`config.mk`:
```
export PLATFORM = sky130hd
export DESIGN_NAME = sgen_top
export DESIGN_NICKNAME = d
export VERILOG_FILES = /design/src/pkg/sgen_pkg.sv /design/src/hw/sgen_top.sv
export SDC_FILE = /design/constraint.sdc
export NUM_CORES = 1
export LEC_CHECK = 0
export ABC_AREA = 1
export BUFFER_PORTS_ARGS = -buffer_cell sky130_fd_sc_hd__buf_2
export CAP_MARGIN = 10
export CORE_UTILIZATION = 35
export DETAILED_ROUTE_END_ITERATION = 10
export PLACE_DENSITY_LB_ADDON = 0.12
export SLEW_MARGIN = 20
export SYNTH_ARGS = -nofsm -noshare
export SYNTH_HDL_FRONTEND = slang
export SYNTH_SLANG_ARGS = --single-unit
```
`constraint.sdc`:
```
create_clock -name CLK_SYS -period 4.75 [get_ports CLK_SYS]
set_input_delay 0.95 -clock CLK_SYS [delete_from_list [all_inputs] [get_ports CLK_SYS]]
set_output_delay 0.95 -clock CLK_SYS [all_outputs]
set_load 0.03 [all_outputs]
```
`src/pkg/sgen_pkg.sv`:
```
// Package for the sound generator: register map, fields, reset values, types
package sgen_pkg;
  // Register byte offsets on APB
  localparam logic [7:0] OFS_CLK = 8'h00;
  localparam logic [7:0] OFS_SEL = 8'h04;
  localparam logic [7:0] OFS_CTL = 8'h08;
  localparam logic [7:0] OFS_DAT = 8'h0C;
  localparam logic [7:0] OFS_FLG = 8'h10;
  localparam logic [7:0] OFS_IE = 8'h14;
  localparam logic [7:0] OFS_DMA = 8'h18;
  // Field positions
  localparam int BIT_DEBUG_RUN = 8;
  localparam int BIT_DIV_LO = 4;
  localparam int BIT_TEMPO_LO = 8;
  localparam int BIT_DRIVE = 2;
  localparam int BIT_STOP = 8;
  localparam int BIT_BUSY = 8;
  localparam int BIT_EMPTY = 1;
  localparam int BIT_DONE = 0;
  // Reset values
  localparam logic [15:0] RST_DATA = 16'h00FF;
  localparam logic [15:0] RST_DMA = 16'h0000;
  // Operating-clock ticks in one thirty-second note at tempo code 0
  localparam int UNIT_TICKS = 512;
  localparam logic [2:0] DIV_BY_ONE = 3'h7;
  // Clock sources
  typedef enum logic [1:0] {
    SRC_INT_OSC = 2'b00,
    SRC_LOW_XTAL = 2'b01,
    SRC_HIGH_OSC = 2'b10,
    SRC_EXT_CLK = 2'b11
  } sgen_src_t;
  // Sound output modes
  typedef enum logic [1:0] {
    MODE_CONT = 2'b00,
    MODE_ONESHOT = 2'b01,
    MODE_MELODY = 2'b10,
    MODE_RSVD = 2'b11
  } sgen_mode_t;
  // Output activity
  typedef enum logic {
    ST_IDLE = 1'b0,
    ST_PLAY = 1'b1
  } sgen_state_t;
  // One sound-buffer word
  typedef struct packed {
    logic tie_slur;
    logic rest_select;
    logic [5:0] length_duty;
    logic [7:0] scale_frequency;
  } sgen_note_t;
endpackage

```
`src/hw/sgen_top.sv`:
```
// Sound generator: APB registers, clock divider, tone and duration engine
module sgen_top
  import sgen_pkg::*;
#(
  parameter logic [3:0] SRC_FITTED = 4'hF,
  parameter int DMA_CHANNELS = 16
)(
  input wire logic CLK_SYS,
  input wire logic RESET,
  input wire logic [3:0] SRC_TICK,
  input wire logic DEBUG_HALT,
  input wire logic PSEL,
  input wire logic PENABLE,
  input wire logic PWRITE,
  input wire logic [7:0] PADDR,
  input wire logic [31:0] PWDATA,
  input wire logic [3:0] PSTRB,
  output logic [31:0] PRDATA,
  output logic PREADY,
  output logic PSLVERR,
  output logic BUZZER_OUT,
  output logic BUZZER_OUT_INVERTED,
  output logic IRQ,
  output logic [15:0] DMA_REQ
);
  // Division mask for source ticks, used only by the divider hit logic
  function automatic logic [9:0] div_mask(input logic [2:0] code);
    div_mask = 10'((16 << code) - 1);
  endfunction

  logic debug_run;
  logic [2:0] clock_divider;
  sgen_src_t clock_source;
  logic [3:0] tempo_duration;
  logic drive_mode;
  sgen_mode_t output_mode;
  logic stop_output;
  logic block_enable;
  sgen_note_t buffer;
  sgen_note_t act;
  sgen_state_t state;
  logic buffer_empty_flag;
  logic output_done_flag;
  logic [1:0] irq_enable;
  logic [15:0] empty_dma_request_enable;
  logic [9:0] div_cnt;
  logic [7:0] phase;
  logic [8:0] unit_cnt;
  logic [10:0] units;

  // APB decode; one wait state, so the write lands at the PREADY edge
  wire access = PSEL & PENABLE & ~PREADY;
  wire xfer = PSEL & PENABLE & PREADY;
  wire wr = xfer & PWRITE;
  wire a_clk = PADDR == OFS_CLK;
  wire a_sel = PADDR == OFS_SEL;
  wire a_ctl = PADDR == OFS_CTL;
  wire a_dat = PADDR == OFS_DAT;
  wire a_flg = PADDR == OFS_FLG;
  wire a_ie = PADDR == OFS_IE;
  wire a_dma = PADDR == OFS_DMA;
  wire mapped = a_clk | a_sel | a_ctl | a_dat | a_flg | a_ie | a_dma;
  wire data_wr = wr & a_dat & (PSTRB[1:0] == 2'h3);
  wire stop_req = wr & a_ctl & PWDATA[BIT_STOP];
  wire done_clr = wr & a_flg & PWDATA[BIT_DONE];
  wire clk_wr = wr & a_clk & ~block_enable;
  wire [1:0] new_src = PWDATA[1:0];
  wire busy = state == ST_PLAY;

  // Operating tick: selected source, divided, gated by enable and debug halt
  wire src_tick = SRC_TICK[clock_source] & SRC_FITTED[clock_source];
  wire slow_src = clock_source == SRC_LOW_XTAL || clock_source == SRC_EXT_CLK;
  wire div_ok = slow_src ? clock_divider == DIV_BY_ONE : clock_divider != DIV_BY_ONE;
  wire div_hit = slow_src | ((div_cnt & div_mask(clock_divider)) == div_mask(clock_divider));
  wire run = block_enable & ~(DEBUG_HALT & ~debug_run);
  wire op_tick = run & src_tick & div_ok & div_hit;

  // Tone period and duty; buzzer modes drop the top frequency bits
  wire melody = output_mode == MODE_MELODY;
  wire [7:0] freq = melody ? act.scale_frequency : {2'h0, act.scale_frequency[5:0]};
  wire [7:0] half = 8'(({1'b0, freq} + 9'h1) >> 1);
  wire tone = melody ? phase < half : phase < {2'h0, act.length_duty};

  // Note length in 512-tick units: (length+1)*(tempo+1) or one-shot tempo+1
  wire [10:0] mel_units = 11'(({5'h0, act.length_duty} + 11'h1) * ({7'h0, tempo_duration} + 11'h1));
  wire [10:0] target = melody ? mel_units : {7'h0, tempo_duration} + 11'h1;
  wire timed = melody | output_mode == MODE_ONESHOT;
  wire note_end = busy & op_tick & timed & unit_cnt == 9'(UNIT_TICKS - 1)
    & units == target - 11'h1;

  // Trigger: first start, end of a melody note, or refresh in continuous mode
  wire has_data = ~buffer_empty_flag;
  wire load = run & has_data & ~stop_output & ((op_tick & (~busy | ~timed))
    | (note_end & melody));
  wire end_out = busy & ((stop_output & op_tick) | ~block_enable
    | (note_end & ~(melody & has_data)));
  wire sgen_state_t next_state = load ? ST_PLAY : end_out ? ST_IDLE : state;

  // Pin levels; rest drives true pin low and inverted pin high
  wire resting = busy & melody & act.rest_select;
  wire next_out = busy & ~resting & tone;
  wire next_out_n = resting | (drive_mode ? ~next_out : 1'b0);
  wire [15:0] dma_mask = 16'((32'h1 << DMA_CHANNELS) - 1);
  wire [1:0] flags = {buffer_empty_flag, output_done_flag};

  // Read mux; reserved bits read zero
  logic [15:0] rd;
  always_comb
  begin
    rd = 16'h0000;
    unique case (1'b1)
      a_clk: rd = {7'h0, debug_run, 1'b0, clock_divider, 2'h0, clock_source};
      a_sel: rd = {4'h0, tempo_duration, 5'h0, drive_mode, output_mode};
      a_ctl: rd = {7'h0, stop_output, 7'h0, block_enable};
      a_dat: rd = buffer;
      a_flg: rd = {7'h0, busy, 6'h0, flags};
      a_ie: rd = {14'h0, irq_enable};
      a_dma: rd = empty_dma_request_enable;
      default: rd = 16'h0000;
    endcase
  end

  // Bus response flops
  always_ff @(posedge CLK_SYS or posedge RESET)
  begin
    if (RESET)
    begin
      PREADY <= 1'b0;
      PSLVERR <= 1'b0;
      PRDATA <= 32'h0000_0000;
    end
    else
    begin
      PREADY <= access;
      PSLVERR <= access & ~mapped;
      if (access)
        PRDATA <= {16'h0000, rd};
    end
  end

  // Clock control; unfitted sources keep the old choice
  always_ff @(posedge CLK_SYS or posedge RESET)
  begin
    if (RESET)
    begin
      debug_run <= 1'b0;
      clock_divider <= 3'h0;
      clock_source <= SRC_INT_OSC;
    end
    else if (clk_wr)
    begin
      debug_run <= PWDATA[BIT_DEBUG_RUN];
      clock_divider <= PWDATA[BIT_DIV_LO +: 3];
      if (SRC_FITTED[new_src])
        clock_source <= sgen_src_t'(new_src);
    end
  end

  // Mode select and control; reserved mode code is refused
  always_ff @(posedge CLK_SYS or posedge RESET)
  begin
    if (RESET)
    begin
      tempo_duration <= 4'h0;
      drive_mode <= 1'b0;
      output_mode <= MODE_CONT;
      block_enable <= 1'b0;
    end
    else
    begin
      if (wr & a_sel)
      begin
        tempo_duration <= PWDATA[BIT_TEMPO_LO +: 4];
        drive_mode <= PWDATA[BIT_DRIVE];
        if (PWDATA[1:0] != MODE_RSVD)
          output_mode <= sgen_mode_t'(PWDATA[1:0]);
      end
      if (wr & a_ctl)
        block_enable <= PWDATA[0];
    end
  end

  // Enables for events and DMA
  always_ff @(posedge CLK_SYS or posedge RESET)
  begin
    if (RESET)
    begin
      irq_enable <= 2'h0;
      empty_dma_request_enable <= RST_DMA;
    end
    else
    begin
      if (wr & a_ie)
        irq_enable <= PWDATA[1:0];
      if (wr & a_dma)
        empty_dma_request_enable <= PWDATA[15:0];
    end
  end

  // Sound buffer and active note
  always_ff @(posedge CLK_SYS or posedge RESET)
  begin
    if (RESET)
    begin
      buffer <= RST_DATA;
      act <= RST_DATA;
    end
    else
    begin
      if (data_wr)
        buffer <= PWDATA[15:0];
      if (load)
        act <= buffer;
    end
  end

  // Flags: a set in the same cycle as a clear wins
  always_ff @(posedge CLK_SYS or posedge RESET)
  begin
    if (RESET)
    begin
      buffer_empty_flag <= 1'b1;
      output_done_flag <= 1'b0;
      stop_output <= 1'b0;
      state <= ST_IDLE;
    end
    else
    begin
      buffer_empty_flag <= load | stop_req | (buffer_empty_flag & ~data_wr);
      output_done_flag <= end_out | (output_done_flag & ~done_clr & ~data_wr);
      stop_output <= stop_req | (stop_output & busy & ~end_out);
      state <= next_state;
    end
  end

  // Divider, tone phase and duration counters
  always_ff @(posedge CLK_SYS or posedge RESET)
  begin
    if (RESET)
    begin
      div_cnt <= 10'h000;
      phase <= 8'h00;
      unit_cnt <= 9'h000;
      units <= 11'h000;
    end
    else
    begin
      if (~block_enable)
        div_cnt <= 10'h000;
      else if (run & src_tick)
        div_cnt <= div_cnt + 10'h001;
      if (load & ~(melody & buffer.tie_slur))
        phase <= 8'h00;
      else if (op_tick)
        phase <= (phase >= freq) ? 8'h00 : phase + 8'h01;
      if (load)
      begin
        unit_cnt <= 9'h000;
        units <= 11'h000;
      end
      else if (op_tick & busy)
      begin
        unit_cnt <= unit_cnt + 9'h001;
        if (unit_cnt == 9'(UNIT_TICKS - 1))
          units <= units + 11'h001;
      end
    end
  end

  // Pins, interrupt and DMA requests, all registered
  always_ff @(posedge CLK_SYS or posedge RESET)
  begin
    if (RESET)
    begin
      BUZZER_OUT <= 1'b0;
      BUZZER_OUT_INVERTED <= 1'b0;
      IRQ <= 1'b0;
      DMA_REQ <= 16'h0000;
    end
    else
    begin
      BUZZER_OUT <= next_out;
      BUZZER_OUT_INVERTED <= next_out_n;
      IRQ <= |(flags & irq_enable);
      DMA_REQ <= {16{buffer_empty_flag}} & empty_dma_request_enable & dma_mask;
    end
  end

  // Checks
  a_load_sets_empty: assert property (@(posedge CLK_SYS) disable iff (RESET)
    load |=> buffer_empty_flag && busy) else $error("load did not set empty and busy");
  a_end_sets_done: assert property (@(posedge CLK_SYS) disable iff (RESET)
    end_out && !load |=> output_done_flag && !busy) else $error("end did not set done");
  a_clk_lock: assert property (@(posedge CLK_SYS) disable iff (RESET)
    block_enable |=> $stable(clock_divider) && $stable(clock_source))
    else $error("clock control changed while enabled");
  a_partial_ignored: assert property (@(posedge CLK_SYS) disable iff (RESET)
    wr && a_dat && PSTRB[1:0] != 2'h3 |=> $stable(buffer)) else $error("byte write took");
  a_irq_gate: assert property (@(posedge CLK_SYS) disable iff (RESET)
    ##1 IRQ == |($past(flags) & $past(irq_enable))) else $error("irq not gated");
  a_stop_empty: assert property (@(posedge CLK_SYS) disable iff (RESET)
    stop_req |=> buffer_empty_flag && stop_output) else $error("stop did not set empty");
  a_rest_pins: assert property (@(posedge CLK_SYS) disable iff (RESET)
    resting |=> !BUZZER_OUT && BUZZER_OUT_INVERTED) else $error("rest pins wrong");
  a_idle_quiet: assert property (@(posedge CLK_SYS) disable iff (RESET)
    !busy |=> !BUZZER_OUT) else $error("pin toggles while idle");
  a_off_no_tick: assert property (@(posedge CLK_SYS) disable iff (RESET)
    !block_enable |-> !op_tick ##1 !busy) else $error("ticks while disabled");
  a_data_clears: assert property (@(posedge CLK_SYS) disable iff (RESET)
    data_wr && !load && !stop_req |=> !buffer_empty_flag) else $error("empty not cleared");
endmodule

```
After elaboration in Yosys (flattened, before gate mapping) --
Cells that the tools add are included.
Storage, ports and cells: input bits 54, output and inout port bits 53, register bits 142
Cells by class: order comparisons 5, bitwise logic cells 82, muxes and demuxes 24, shifts and indexed selects 1, equality and inequality tests 18, multiply operators 1, add/subtract/negate cells 9, reductions and logical operators 10
Operator list (count):
- case mux 16 bit (7 select lines) | 1
- bitwise AND 1 bit | 46
- 2-to-1 mux 11 bit | 4
- 2-to-1 mux 8 bit | 4
- == test 8 x 5 -> 1 bit, second input constant | 3
- 2-to-1 mux 10 bit | 2
- 2-to-1 mux 9 bit | 2
- OR 1 bit | 17
- bitwise AND 16 bit | 1
- == test 8 x 4 -> 1 bit, second input constant | 2
- inverter 1 bit | 16
- adder 11 x 1 -> 11 bit, second input constant | 1
- == test 11 bit | 1
- multiplier 7 x 11 -> 11 bit | 1
- subtractor 11 x 1 -> 11 bit, second input constant | 1
- adder 10 x 1 -> 10 bit, second input constant | 1
- bitwise AND 10 bit | 1
- == test 10 bit | 1
- << shifter 5 x 3 -> 10 bit, first input constant | 1
- subtractor 10 x 2 -> 10 bit, second input constant | 1
- adder 8 x 1 -> 9 bit, second input constant | 1
- adder 9 x 1 -> 9 bit, second input constant | 1
- == test 9 bit, second input constant | 1
- adder 8 x 1 -> 8 bit, second input constant | 1
- other kinds (21) | 39

Depth between registers and ports, before layout --
Gate-level depths: netlist of run 1.
depth after elaboration 17, mapped depth 32, depth with buffers taken out 31

Worst setup path before layout of run 1 --
No wires, ideal clock.
path kind reg-to-reg, start point reg act[8] in the netlist's numbering, end point reg units[3], required time 4.629 ns, cell stages (with the launch flop) 27, path slack 0.087 ns, buffers on the path 2, arrival time 4.543 ns, library setup time 0.121 ns, cells stage by stage dfrtp_1 > ha_1 > xor2_1 > nand2_1 > fa_1 > fa_1 > inv_1 > fa_1 > ha_1 > buf_4 > a21oi_1 > nand3_1 > nand3_1 > nand2_1 > nor2_4 > nand4_2 > nor2_2 > inv_1 > nand2_1 > nand2_1 > nor2_2 > nand4_2 > nand2_4 > nand2_4 > clkinv_2 > buf_12 > nor2_2
On the way: longest elaborated chain between the ends 11, elaborated cells on any way between the ends 13, those cells by class add/sub (2); mul (1); eq/ne (1); mux (2); bitwise (4); reduce/logical (3)
RTL lines:
- from (decl) | RTL line sgen_top.sv:40 | sgen_note_t act;
- from (signal assigned) | RTL line sgen_top.sv:213 | act <= buffer;
- adder 6 x 1 -> 7 bit (*) | RTL line sgen_top.sv:85 | wire [10:0] mel_units = 11'(({5'h0, act.length_duty} + 11'h1) * ({7'h0, tempo_duration} + 11'h1));
- multiplier 7 x 11 -> 11 bit (*) | RTL line sgen_top.sv:85
- 2-to-1 mux 11 bit (*) | RTL line sgen_top.sv:86 | wire [10:0] target = melody ? mel_units : {7'h0, tempo_duration} + 11'h1;
- subtractor 11 x 1 -> 11 bit (*) | RTL line sgen_top.sv:89 | & units == target - 11'h1;
- == test 11 bit (*) | RTL line sgen_top.sv:89
- bitwise AND 1 bit (*) | RTL line sgen_top.sv:89
- bitwise AND 1 bit (*) | RTL line sgen_top.sv:94 | | (note_end & melody));
- OR 1 bit (*) | RTL line sgen_top.sv:94
- bitwise AND 1 bit (*) | RTL line sgen_top.sv:93 | wire load = run & has_data & ~stop_output & ((op_tick & (~busy | ~timed))
- nonzero test 2 bit (no line)
- AND reduction 2 bit (no line)
- to (signal assigned) | RTL line sgen_top.sv:265 | units <= units + 11'h001;
- to (decl) | RTL line sgen_top.sv:49 | logic [10:0] units;
Every way passes the cells marked *; elsewhere a longest branch is shown, timed or not. A chain may end at the register's enable or synchronous reset.

Worst setup path after layout of run 1 --
start point reg tempo_duration[1], end point reg act[13] in the netlist's numbering
On the way: longest elaborated chain between the ends 9
RTL lines:
- from (decl) | RTL line sgen_top.sv:34 | logic [3:0] tempo_duration;
- from (signal assigned) | RTL line sgen_top.sv:173 | tempo_duration <= PWDATA[BIT_TEMPO_LO +: 4];
- adder 4 x 1 -> 5 bit (*) | RTL line sgen_top.sv:85, sgen_top.sv:86
- multiplier 7 x 11 -> 11 bit | RTL line sgen_top.sv:85
- 2-to-1 mux 11 bit (*) | RTL line sgen_top.sv:86
- subtractor 11 x 1 -> 11 bit (*) | RTL line sgen_top.sv:89
- == test 11 bit (*) | RTL line sgen_top.sv:89
- bitwise AND 1 bit (*) | RTL line sgen_top.sv:89
- bitwise AND 1 bit (*) | RTL line sgen_top.sv:94
- OR 1 bit (*) | RTL line sgen_top.sv:94
- bitwise AND 1 bit (*) | RTL line sgen_top.sv:93
Marked as above.

==> results of run 1 <==
==> synthesized netlist by cell type (4+ instances only) <==
cell / count / area share
nand2_1: 285 / 0.12
inv_1: 177 / 0.074
dfrtp_1: 125 / 0.35
nor2_1: 78 / 0.033
nand3_1: 75 / 0.042
o21ai_0: 73 / 0.041
ha_1: 50 / 0.070
a21oi_1: 26 / 0.015
xor2_1: 26 / 0.025
nor2_2: 25 / 0.017
buf_4: 20 / 0.017
nand4_1: 18 / 0.013
dfstp_2: 17 / 0.050
clkbuf_1: 15 / 0.0063
fa_1: 14 / 0.031
o22ai_1: 14 / 0.0098
nor3_1: 13 / 0.0073
o21ai_1: 8 / 0.0045
a32o_1: 7 / 0.0078
xnor2_1: 7 / 0.0068
nand2_2: 6 / 0.0042
o21a_1: 6 / 0.0050
nor2_4: 5 / 0.0063
nor4_1: 4 / 0.0028
==> final timing paths <==
path                              startpoint           endpoint  slack (ps)  depth (start not counted)
setup / recovery           tempo_duration[1]            act[13]         -90                         28
hold reg to reg                       act[6]             act[6]         460                          2
min in group asynchronous              RESET        DMA_REQ[11]         520                          2
setup reg to reg           tempo_duration[1]            act[13]         -90                         28
max in group asynchronous              RESET  tempo_duration[0]        3260                          3
hold / removal                        act[6]             act[6]         460                          2
==> where the power goes <==
group | switching (mW) | internal (mW)
logic | 0.352 | 0.248
clock network | 0.548 | 0.951
registers | 0.109 | 1.28
==> sequential cells by signal, summed over array words and instances, names as in the netlist, 2 cells and up <==
register                  count
PRDATA                       16
irq_enable                    2
phase                         8
output_mode                   2
unit_cnt                      9
tempo_duration                4
DMA_REQ                      16
clock_divider                 3
units                        11
clock_source                  2
act                          15
empty_dma_request_enable     16
div_cnt                      10
buffer                       16
==> layer usage <==
| metal | vias up | GRT usage | wire length [µm] |
|---|---|---|---|
| li1 | 3922 | - | - |
| met1 | 3573 | 0.2601 | 11510 |
| met2 | 120 | 0.3067 | 11080 |
| met3 | 23 | 0.03115 | 680 |
| met4 | 0 | 0.05017 | 306 |
| met5 | - | 0 | 0 |
==> kinds of logic (layout without fill, tap and decap cells) <==
| family | after synthesis | after routing | synth area share |
|---|---|---|---|
| DFF | 142 | 142 | 0.3986 |
| other | 1 | 16 | 0.0004181 |
| adders and majority gates | 64 | 64 | 0.1010 |
| xor gates and xnor gates | 33 | 33 | 0.03223 |
| and+or+nand+nor | 526 | 526 | 0.2626 |
| muxes | 3 | 3 | 0.003348 |
| buffers and inverters | 223 | 376 | 0.1067 |
| AOI/OAI and AO/OA | 148 | 148 | 0.09515 |
==> through the flow <==
| step | instance area [µm²] | setup WS [ps] | utilization |
|---|---|---|---|
| 2_1_floorplan | 9025 | 18.56 | - |
| 3_3_place_gp | 10080 | -323.6 | 0.4001 |
| 3_5_place_dp | 10080 | -390.5 | 0.4001 |
| 4_1_cts | 11130 | -69.53 | 0.4422 |
| 5_1_grt | 11460 | -341.2 | 0.4550 |
| 6_report | 11460 | -94.38 | 0.4550 |
==> critical path, delay by kind of cell (launching register included) <==
kind	cells	cell delay, ps
adders and majority gates	5	2020
buffers and inverters	5	400
DFF	1	480
and+or+nand+nor	18	1870
==> area by class of cell <==
| class | count | area [µm²] |
|---|---|---|
| clock buffers | 19 | 442.9 |
| repair buffers | 162 | 1145 |
| fillers | 2577 | 13720 |
| well taps | 330 | 412.9 |
| multi-input cells | 790 | 4967 |
| inverters | 182 | 698.2 |
| clock inverters | 13 | 211.5 |
| flip-flops and latches | 142 | 3580 |
==> what timing repair did <==
action | CTS | global route
buffers inserted | 17 | 9
resized for setup | 62 | 83
pin swaps | 27 | 41
gates cloned | 1 | 0
setup endpoints to repair | 47 | 47
==> flow_summary.toml, run 1 <==
[placed_design]
place_hpwl_um = 17060
portBuffers = 72
gp_congestion = 0.8459
dp_cells = 1582

[critical_path]
cp_max_fo = 8
path_class = "flip-flop to flip-flop"
cp_slowest_cell = "fa_1"
endpoint_kind = "flip-flop"
startpoint_type = "flip-flop"
arrival_ps = 5200
worstPathRequired_ps = 5100
max_stage_delay_ps = 510

[die]
core_area_um2 = 25180
ioPinCount = 107
rows = 58
die_h_um = 162.1
dieArea_um2 = 26270
initial_utilization = 0.3562
die_w_um = 162.1

[cts]
cts_buffers = 17
hold_buffers = 0
cts_buffer_depth = 2
cts.clk_slew.worst_paths_ps = 60
cts-root-buf = "clkbuf_16"
cts_tree = "built"
clkLatencyLatePin_ps = 420
htree_levels = 4
cts_sinks = 142

[final_layout]
antenna_cells = 0
final_cell_mix = "247 x nand2_1, 154 x inv_1, 121 x dfrtp_1, 78 x buf_4, 72 x buf_2"
final_common_cell = "nand2_1"
fin_cells = 1638
syn2layout_area_growth_pct = 27.75
drive_gt1_frac = 0.2859
nNetsFinal = 1413

[detailed_routing]
vias_per_cell = 4.663
drc = 0
first_iter_violations = 385
drtPass1Iterations = 4
wire_per_inst_um = 14.39
wirelength_um = 23580
num_vias = 7638
ant_nets = 0

[global_routing]
grt_pass1_vias = 7759
grt_overflow_total = 0
track_usage = 0.1889
grt_max_degree = 108
antenna_found_initial = 0
grt_pass1_wl_um = 39180

[sta]
max_freq_mhz = 206.4
fin_skew_ps = 12.17
worst_slew_pin_slew_ps = 892.0
setup_viol = 32
maxSlewHeadroom = 0.4047
min_period_ps = 4844
timing.final.crit_share = 1.020
finalHoldViolCount = 0
fin_hold_ws_ps = 463.4
tns_ps = -1179
fin_ws_ps = -94.38
rsz0062_at_grt = "true"
drv_slew = 0

[power]
ir_worst_vdd_v = 0.0002598
finalPower_mw = 3.489
p_per_area_nw_per_um2 = 304.6
leakage_nw = 5.774

[synthesis]
syn_area_um2 = 8969
synth_cells = 1140
syn_area_per_cell_um2 = 7.867
synth-async-reset-ratio = 1.000
ys_seq_area_frac = 0.3986
synth_warnings = 0
ys_ff_latch = 142
ys_types = 51
synth_flop_cell = "dfrtp_1"
synth-edff-count = 0

[run]
maxCapViolations = 0

[outcome]
status = "complete, but fails checks"
failed_checks = "negative setup slack"

[min_path]
hold_path_class = "flip-flop to flip-flop"
No activity file was read; power rests on OpenSTA's default activity.
==> run 2: changes to the inputs <==
--- a/config.mk
+++ b/config.mk
@@ -8,9 +8,11 @@
 export ABC_AREA = 1
 export BUFFER_PORTS_ARGS = -buffer_cell sky130_fd_sc_hd__buf_2
 export CAP_MARGIN = 10
+export CORE_MARGIN = 10
 export CORE_UTILIZATION = 35
 export DETAILED_ROUTE_END_ITERATION = 10
 export PLACE_DENSITY_LB_ADDON = 0.12
+export SKIP_CTS_REPAIR_TIMING = 1
 export SLEW_MARGIN = 20
 export SYNTH_ARGS = -nofsm -noshare
 export SYNTH_HDL_FRONTEND = slang
==> run 2 against run 1 <==
  * The flow still finishes with violations (negative setup slack)
  * Critical path depth fell by 1
  * Highest routed layer unchanged
  * Global-route usage shrank 4.3 points
  * First-iteration DRC count fell by 10%
  * Utilization is 1.6 points lower
  * Combinational power down 3%
  * Clock power down 15%
==> flow_summary.toml, run 2 (same netlist as run 1, synthesis figures left out) <==
[global_routing]
grt_pass1_wl_um = 39210
antenna_found_initial = 0
grt_overflow_total = 0
grt_pass1_vias = 7434
grt_max_degree = 102
track_usage = 0.1458

[die]
die_w_um = 180.1
rows = 58
core_area_um2 = 25180
die_h_um = 180.1
initial_utilization = 0.3562
dieArea_um2 = 32430
ioPinCount = 107

[power]
finalPower_mw = 3.246
ir_worst_vdd_v = 0.0002470
p_per_area_nw_per_um2 = 293.4
leakage_nw = 5.627

[critical_path]
worstPathRequired_ps = 5060
endpoint_kind = "flip-flop"
arrival_ps = 5150
cp_max_fo = 8
startpoint_type = "flip-flop"
path_class = "flip-flop to flip-flop"

[sta]
setup_viol = 45
tns_ps = -2618
min_period_ps = 4841
fin_hold_ws_ps = 470.4
fin_skew_ps = 17.97
rsz0062_at_grt = "true"
finalHoldViolCount = 0
max_freq_mhz = 206.6
maxSlewHeadroom = 0.3827
fin_ws_ps = -90.86
drv_slew = 0
timing.final.crit_share = 1.019
worst_slew_pin_slew_ps = 926.0

[final_layout]
fin_util = 0.4394
syn2layout_area_growth_pct = 23.37
multi_input_comb_area_um2 = 4813
seq_area_um2 = 3578
final_common_cell = "nand2_1"
final_cell_mix = "267 x nand2_1, 163 x inv_1, 122 x dfrtp_1, 77 x nor2_1"
drive_gt1_frac = 0.2423
antenna_cells = 0
fillers = 2539
fin_cells = 1622
nNetsFinal = 1397

[outcome]
failed_checks = "negative setup slack"
status = "complete, but fails checks"

[placed_design]
dp_cells = 1579
gp_congestion = 0.8239
place_hpwl_um = 18170
portBuffers = 72

[detailed_routing]
first_iter_violations = 346
ant_nets = 0
drc = 0
wirelength_um = 24210
num_vias = 7605
drtPass1Iterations = 5
wire_per_inst_um = 14.92
vias_per_cell = 4.689

[cts]
htree_levels = 4
cts-root-buf = "clkbuf_16"
cts_tree = "built"
clkLatencyLatePin_ps = 430
cts_sinks = 142
cts_buffers = 17
cts.clk_slew.worst_paths_ps = 60
cts_buffer_depth = 2

[min_path]
hold_path_class = "flip-flop to flip-flop"

[run]
maxCapViolations = 0
## run 2: layout make-up
class / instances / area share
inverter: 182 / 0.06310
sequential: 142 / 0.3234
tap: 330 / 0.03732
clock inverter: 15 / 0.01187
clock buffer: 17 / 0.03845
multi-input combinational: 790 / 0.4350
timing repair buffer: 146 / 0.09081
## run 2: metrics by stage
step                setup slack (ps)  instance area [µm²]
finish                        -90.86                11060
global route                  -378.7                11060
global placement              -318.2                10030
detailed placement            -361.2                10030
floorplan                      18.56                 9025
CTS                           -363.4                10590
## run 2: worst max-delay path: stages, from the launching register on
cell	delay [ps]
dfrtp_1	430
ha_2	220
nand2_2	90
and2_4	180
nand2_2	60
fa_1	490
fa_1	530
inv_2	40
fa_1	490
ha_4	360
nand3_4	100
nand3_4	80
buf_6	100
nand3_4	50
nand3b_1	150
buf_4	130
nand4_1	100
nand2_1	100
nand2_1	50
nand2_1	70
nand3_2	80
nor2_4	170
nand4_4	110
nand2_4	130
nand2_8	100
inv_8	100
clkbuf_16	150
nor2_2	30
## run 2: power breakdown
group	total (mW)	internal (mW)	switching, mW
logic	0.580	0.239	0.341
clock network	1.27	0.687	0.582
registers	1.40	1.28	0.115
## run 2: path summary, 6_finish.rpt
| kind | from | to | slack [ps] | cells past startpoint |
|---|---|---|---|---|
| hold / removal | PRDATA[15] | PRDATA[15] | 470 | 2 |
| setup reg to reg | tempo_duration[1] | unit_cnt[7] | -90 | 27 |
| min in group asynchronous | RESET | empty_dma_request_enable[13] | 720 | 2 |
| hold reg to reg | PRDATA[15] | PRDATA[15] | 470 | 2 |
| max in group asynchronous | RESET | buffer[0] | 3090 | 3 |
| setup / recovery | tempo_duration[1] | unit_cnt[7] | -90 | 27 |
## run 2: per-layer routing
metal | vias up | global-route usage | share of wire
met5 | - | 0 | 0
met3 | 22 | 0.03394 | 0.040
li1 | 3903 | - | -
met4 | 0 | 0.03412 | 0.012
met2 | 128 | 0.2399 | 0.47
met1 | 3552 | 0.1897 | 0.48
